[src/design/dual_dac_host_regs.vh]
// timing and field constants for the dual converter write controller
`ifndef DUAL_DAC_HOST_REGS_VH
`define DUAL_DAC_HOST_REGS_VH

`define CODE_W          8
`define SETUP_CYC       4'h2
`define STROBE_CYC      4'h3
`define HOLD_CYC        4'h2
`define CNT_W           4
`define SEL_A_BIT       0
`define SEL_B_BIT       1
`define MODE_SEP        2'h0
`define MODE_WR_LOW     2'h1
`define MODE_TIED       2'h2

`endif

[src/design/dual_dac_host.v]
// host controller that writes codes into the two converter channel latches
`include "dual_dac_host_regs.vh"

// Operation
// device offers two write-only byte locations; nothing is read back
// each channel is written only via its own active-low select
// latch is transparent while strobe and select are both low
// latch captures on whichever of select or strobe rises first
// latch holds while strobe or select is high
// host may keep write strobe low and latch with select alone
// both selects low together load both channels with one code
// host may tie strobe to the selects so one signal does both
// code bus is 8-bit unsigned, bit zero least significant
// host keeps code bus stable through the rising edge ending a write
module dual_dac_host (
    // clock and reset
    input  wire               clk_sys,
    input  wire               sys_rst,
    // user request
    input  wire               req_valid,
    output wire               req_ready,
    input  wire [1:0]         req_chan,
    input  wire [7:0]         req_code,
    input  wire [1:0]         strobe_mode,
    output wire               write_done,
    // user-side shadow of last written codes
    output wire [7:0]         shadow_a,
    output wire [7:0]         shadow_b,
    // converter pins
    output wire [7:0]         code_bus,
    output wire               write_strobe_n,
    output wire               chan_a_select_n,
    output wire               chan_b_select_n
);

    localparam [1:0] ST_IDLE   = 2'h0;
    localparam [1:0] ST_SETUP  = 2'h1;
    localparam [1:0] ST_STROBE = 2'h2;
    localparam [1:0] ST_HOLD   = 2'h3;

    reg  [1:0]         state_q;
    reg  [1:0]         state_d;
    reg  [7:0]         code_q;
    reg  [1:0]         chan_q;
    reg  [1:0]         mode_q;
    reg                wr_n_q;
    reg                wr_n_d;
    reg                sel_a_n_q;
    reg                sel_a_n_d;
    reg                sel_b_n_q;
    reg                sel_b_n_d;
    reg  [7:0]         shadow_a_q;
    reg  [7:0]         shadow_b_q;
    reg                done_q;
    reg                tmr_load;
    reg  [`CNT_W-1:0]  tmr_count;
    wire               tmr_done;
    wire               accept;

    phase_timer u_timer (
        .clk_sys (clk_sys),
        .sys_rst (sys_rst),
        .load    (tmr_load),
        .count   (tmr_count),
        .done    (tmr_done)
    );

    // a request with no channel named is refused rather than swallowed
    assign req_ready = (state_q == ST_IDLE);
    assign accept    = req_valid && req_ready && (req_chan != 2'h0);

    // write only, no read path
    assign code_bus        = code_q;
    assign write_strobe_n  = wr_n_q;
    assign chan_a_select_n = sel_a_n_q;
    assign chan_b_select_n = sel_b_n_q;
    assign shadow_a        = shadow_a_q;
    assign shadow_b        = shadow_b_q;
    assign write_done      = done_q;

    // ====================================================================
    // sequencer
    always @*
    begin
        state_d   = state_q;
        wr_n_d    = wr_n_q;
        sel_a_n_d = sel_a_n_q;
        sel_b_n_d = sel_b_n_q;
        tmr_load  = 1'b0;
        tmr_count = `SETUP_CYC;
        case (state_q)
            ST_IDLE:
            begin
                // strobe parked low in this mode
                wr_n_d = (mode_q == `MODE_WR_LOW) ? 1'b0 : 1'b1;
                if (accept)
                begin
                    state_d   = ST_SETUP;
                    tmr_load  = 1'b1;
                    tmr_count = `SETUP_CYC;
                end
            end
            ST_SETUP:
            begin
                if (tmr_done)
                begin
                    state_d   = ST_STROBE;
                    tmr_load  = 1'b1;
                    tmr_count = `STROBE_CYC;
                    // only the requested selects go low
                    // both bits set drives both selects together
                    sel_a_n_d = ~chan_q[`SEL_A_BIT];
                    sel_b_n_d = ~chan_q[`SEL_B_BIT];
                    // strobe low with select opens the latch
                    // forced low in every mode: a switch into parked mode
                    // leaves the strobe high from the idle cycle
                    wr_n_d = 1'b0;
                end
            end
            ST_STROBE:
            begin
                if (tmr_done)
                begin
                    state_d   = ST_HOLD;
                    tmr_load  = 1'b1;
                    tmr_count = `HOLD_CYC;
                    // first rising edge captures the code
                    // tied mode raises strobe and select together
                    sel_a_n_d = 1'b1;
                    sel_b_n_d = 1'b1;
                    if (mode_q != `MODE_WR_LOW)
                        wr_n_d = 1'b1;
                end
            end
            ST_HOLD:
            begin
                // code held past the closing edge
                if (tmr_done)
                    state_d = ST_IDLE;
            end
            default:
            begin
                state_d = ST_IDLE;
            end
        endcase
    end

    always @(posedge clk_sys)
    begin
        if (sys_rst)
        begin
            state_q    <= ST_IDLE;
            code_q     <= 8'h00;
            chan_q     <= 2'h0;
            mode_q     <= `MODE_SEP;
            wr_n_q     <= 1'b1;
            sel_a_n_q  <= 1'b1;
            sel_b_n_q  <= 1'b1;
            shadow_a_q <= 8'h00;
            shadow_b_q <= 8'h00;
            done_q     <= 1'b0;
        end
        else
        begin
            state_q   <= state_d;
            wr_n_q    <= wr_n_d;
            sel_a_n_q <= sel_a_n_d;
            sel_b_n_q <= sel_b_n_d;
            done_q    <= (state_q == ST_HOLD) && tmr_done;
            // mode only changes between writes so no edge is glitched
            if (state_q == ST_IDLE)
                mode_q <= strobe_mode;
            if (accept)
            begin
                // 8-bit code, bit 0 is lsb
                code_q <= req_code;
                chan_q <= req_chan;
            end
            // device holds once select rises; mirror that here
            if ((state_q == ST_STROBE) && tmr_done)
            begin
                if (chan_q[`SEL_A_BIT])
                    shadow_a_q <= code_q;
                if (chan_q[`SEL_B_BIT])
                    shadow_b_q <= code_q;
            end
        end
    end

endmodule

[src/design/phase_timer.v]
// phase counter that pulses done after a programmable number of cycles
`include "dual_dac_host_regs.vh"

module phase_timer (
    // clock and reset
    input  wire               clk_sys,
    input  wire               sys_rst,
    // control
    input  wire               load,
    input  wire [`CNT_W-1:0]  count,
    output wire               done
);

    reg  [`CNT_W-1:0] cnt_q;
    reg               run_q;

    always @(posedge clk_sys)
    begin
        if (sys_rst)
        begin
            cnt_q <= {`CNT_W{1'b0}};
            run_q <= 1'b0;
        end
        else if (load)
        begin
            cnt_q <= count;
            run_q <= 1'b1;
        end
        else if (run_q)
        begin
            cnt_q <= cnt_q - 4'h1;
            if (cnt_q == 4'h1)
                run_q <= 1'b0;
        end
    end

    assign done = run_q && (cnt_q == 4'h1);

endmodule

[config.mk]
export PLATFORM = sky130hd
export DESIGN_NAME = dual_dac_host
export DESIGN_NICKNAME = d
export VERILOG_FILES = /design/src/design/dual_dac_host.v /design/src/design/phase_timer.v
export VERILOG_INCLUDE_DIRS = /design/src /design/src/design
export SDC_FILE = /design/constraint.sdc
export NUM_CORES = 1
export LEC_CHECK = 0
export ABC_CLOCK_PERIOD_IN_PS = 4450
export BUFFER_PORTS_ARGS = -buffer_cell sky130_fd_sc_hd__buf_2
export CORE_MARGIN = 5
export CORE_UTILIZATION = 55
export CTS_CLUSTER_SIZE = 28
export DETAILED_ROUTE_END_ITERATION = 16
export PLACE_DENSITY_LB_ADDON = 0.12
export SYNTH_ARGS = -nofsm -noshare
export SYNTH_HDL_FRONTEND = slang
export SYNTH_SLANG_ARGS = --single-unit
[constraint.sdc]
create_clock -name clk_sys -period 4.45 [get_ports clk_sys]
set_input_delay 0.445 -clock clk_sys [delete_from_list [all_inputs] [get_ports clk_sys]]
set_output_delay 0.445 -clock clk_sys [all_outputs]
set_load 0.05 [all_outputs]
==> flow_summary.json <==
{
  "clock_latency_ns": 0.35,
  "firstDrtPassIters": 4,
  "root_buffer": "clkbuf_4",
  "fillerInstances": 276,
  "gr-total-overflow": 0,
  "initial_core_util": 0.580,
  "synth_top_family_by_area": "simple AND/OR/NAND/NOR gates",
  "detail-route-antenna-nets": 0,
  "die_x_um": 67.0,
  "dpl_cell_area_um2": 2010,
  "slew_headroom": 0.525,
  "netlist.area_leader.share": 0.437,
  "hpwlAfterDp_mm": 2.60,
  "crit_path_max_fanout": 7,
  "clock_path_buffers": 2,
  "synth_compound_area_frac": 0.0826,
  "pwr-share-seq": 0.449,
  "first_iter_violations": 48,
  "cts.sinks": 39,
  "final_nets": 239,
  "synth_cell_types": 36,
  "intPower_uw": 586,
  "io_pins": 44,
  "diodes": 0,
  "hold_path.class": "input port to flip-flop",
  "core_um2": 3080,
  "gp_congestion": 0.693,
  "worst_slack_ns": 2.51,
  "syn_area_per_cell_um2": 10.2,
  "final_max_slew_viol_count": 0,
  "fin_crit_ns": 1.94,
  "crit_arrival_ns": 1.50,
  "worstPathRequired_ns": 4.01,
  "vias": 1334,
  "rsz0062_at_grt": "no",
  "post_cts_buffers": 0,
  "grt_pass1_wl_mm": 5.72,
  "drt-total-wl_mm": 3.53,
  "grt_pass1_vias": 1286,
  "final_common_cell": "buf_2",
  "skew_ns": 0.00895,
  "ys_seq_elements": 39,
  "die_height_um": 67.0,
  "antenna_found_initial": 0,
  "drv_cap": 0,
  "clkTransAtPathRegs_ns": 0.12,
  "r2r_cells": 5,
  "worst_pin_slew_ns": 0.713,
  "numCtsBuffers": 5,
  "power_density_nw_per_um2": 460,
  "final-hold-violation-count": 0,
  "ctsHoldBuffers": 0,
  "worstHoldPathCells": 3,
  "combPwrFrac": 0.364,
  "synthSimpleGateAreaFrac": 0.211,
  "final_area_um2": 2060,
  "grt_usage": 0.167,
  "seq_area_frac_synth": 0.437,
  "timing.hold.ws_ns": 0.332,
  "rows": 20,
  "path_class": "flip-flop to output pin",
  "dieArea_um2": 4490,
  "syn_area_um2": 1790,
  "netlist_instances": 176,
  "port_buffers": 43,
  "grt_max_degree": 51,
  "p_clk_frac": 0.187,
  "cts_tree": "yes",
  "swShare": 0.382,
  "drc": 0,
  "synth_top_area_cell": "dfxtp_1",
  "ir_drop_uv": 409,
  "cts.repair.resized": 0,
  "synth_fa_ha_area_frac": 0.0490,
  "critPathLaunchType": "flip-flop",
  "wl_per_cell_um": 13.5,
  "crit_path_end_kind": "output pin",
  "period_share": 0.436,
  "leakagePower_uw": 0.000929,
  "viasPerCell": 5.09,
  "setup_viol": 0,
  "p_switching_uw": 363,
  "final_layout_size_suffix_gt1_frac": 0.261,
  "syn2layout_area_growth_pct": 15.5,
  "synth_fp_nets": 198,
  "synthMuxAreaShare": 0.163,
  "synth-xor-area-share": 0.0147,
  "fin_tns_setup_ns": 0,
  "max_freq_ghz": 0.515,
  "synth.area.top_cells": "dfxtp_1, mux2i_1, nand2b_1, ha_1, nor2_1",
  "dp_slack_ns": 2.58,
  "h-tree-depth": 2,
  "yosysWarnings": 0,
  "final_cell_mix": "buf_2, dfxtp_1, nand2b_1",
  "status": "complete, no violations"
}
[worst max-delay path, stage by stage (launching register included)]
cell and delay, ns:
dfxtp_1 0.37, inv_1 0.11, ha_1 0.34, buf_2 0.33
[power by group through the flow]
| stage | sequential [µW] | clock, µW | combinational, µW |
|---|---|---|---|
| 6_report | 427 | 178 | 345 |
| 3_3_place_gp | 431 | 0 | 331 |
| 5_1_grt | 432 | 201 | 376 |
| 4_1_cts | 426 | 184 | 348 |
| 2_1_floorplan | 469 | 0 | 249 |
| 3_5_place_dp | 434 | 0 | 346 |
[cells in the mapped netlist, drive strengths merged]
| library cell | number |
|---|---|
| o21a | 1 |
| nand3b | 1 |
| ha | 7 |
| mux2i | 28 |
| dfxtp | 39 |
| inv | 5 |
| and3 | 1 |
| o211ai | 1 |
| nand3 | 3 |
| a31oi | 1 |
| a2bb2oi | 1 |
| clkbuf | 6 |
| nand2 | 4 |
| nand4b | 2 |
| o21ai | 4 |
| xnor2 | 2 |
| nor3b | 1 |
| o22a | 1 |
| o21bai | 3 |
| xor2 | 1 |
| a211oi | 1 |
| o22ai | 1 |
| a21oi | 5 |
| buf | 4 |
| and4bb | 1 |
| a21o | 2 |
| nor3 | 4 |
| nor2 | 12 |
| or3b | 1 |
| nor4b | 1 |
| nand2b | 30 |
| nand4bb | 1 |
| mux2 | 1 |
[area by class of cell]
class / count / area, µm² / area share
clock buffer: 5 / 37.5 / 0.0182
clock inverter: 3 / 20.0 / 0.00970
inverter: 5 / 18.8 / 0.00909
multi-input combinational: 122 / 930 / 0.450
sequential: 39 / 781 / 0.378
tap: 44 / 55.1 / 0.0267
timing repair buffer: 44 / 223 / 0.108
[state kept, by name (all words and copies together) (netlist names)]
| name | flops |
|---|---|
| state_q | 2 |
| chan_b_select_n | 1 |
| shadow_a | 8 |
| mode_q | 2 |
| write_strobe_n | 1 |
| u_timer.run_q | 1 |
| shadow_b | 8 |
| u_timer.cnt_q | 4 |
| chan_q | 2 |
| chan_a_select_n | 1 |
| write_done | 1 |
| code_bus | 8 |
[worst paths after layout]
| path | start | to | slack, ns |
|---|---|---|---|
| max | state_q[0]$_SDFFE_PP0P_ | req_ready | 2.51 |
| min | req_code[0] | code_bus[0]$_SDFFE_PP0P_ | 0.33 |
| max reg2reg | state_q[0]$_SDFFE_PP0P_ | u_timer.cnt_q[0]$_SDFFE_PP0P_ | 2.54 |
| min reg2reg | shadow_a[6]$_SDFFE_PP0P_ | shadow_a[6]$_SDFFE_PP0P_ | 0.48 |
[metal layers]
layer	global-route usage	up-vias	share of wire
met5	0	-	0
met2	0.293	32	0.48
met4	0.0380	0	0.0094
met3	0.0590	5	0.059
met1	0.194	614	0.45
li1	-	683	-
[per-stage QoR]
stage          power [µW]  utilization  instances
2_1_floorplan         718            -        176
3_3_place_gp          762        0.652        254
3_5_place_dp          779        0.652        254
4_1_cts               958        0.671        262
5_1_grt              1010        0.671        262
6_report              949        0.671        262
[cell families (layout without fill, tap and decap cells)]
logic type                 after synthesis  in the layout
muxes                                   29             29
and+or+nand+nor                         62             62
AOI/OAI and AO/OA                       21             21
DFF                                     39             39
adders and majority gates                7              7
buffers and inverters                   15             57
xor gates and xnor gates                 3              3
Power figures use the tool's default switching activity.
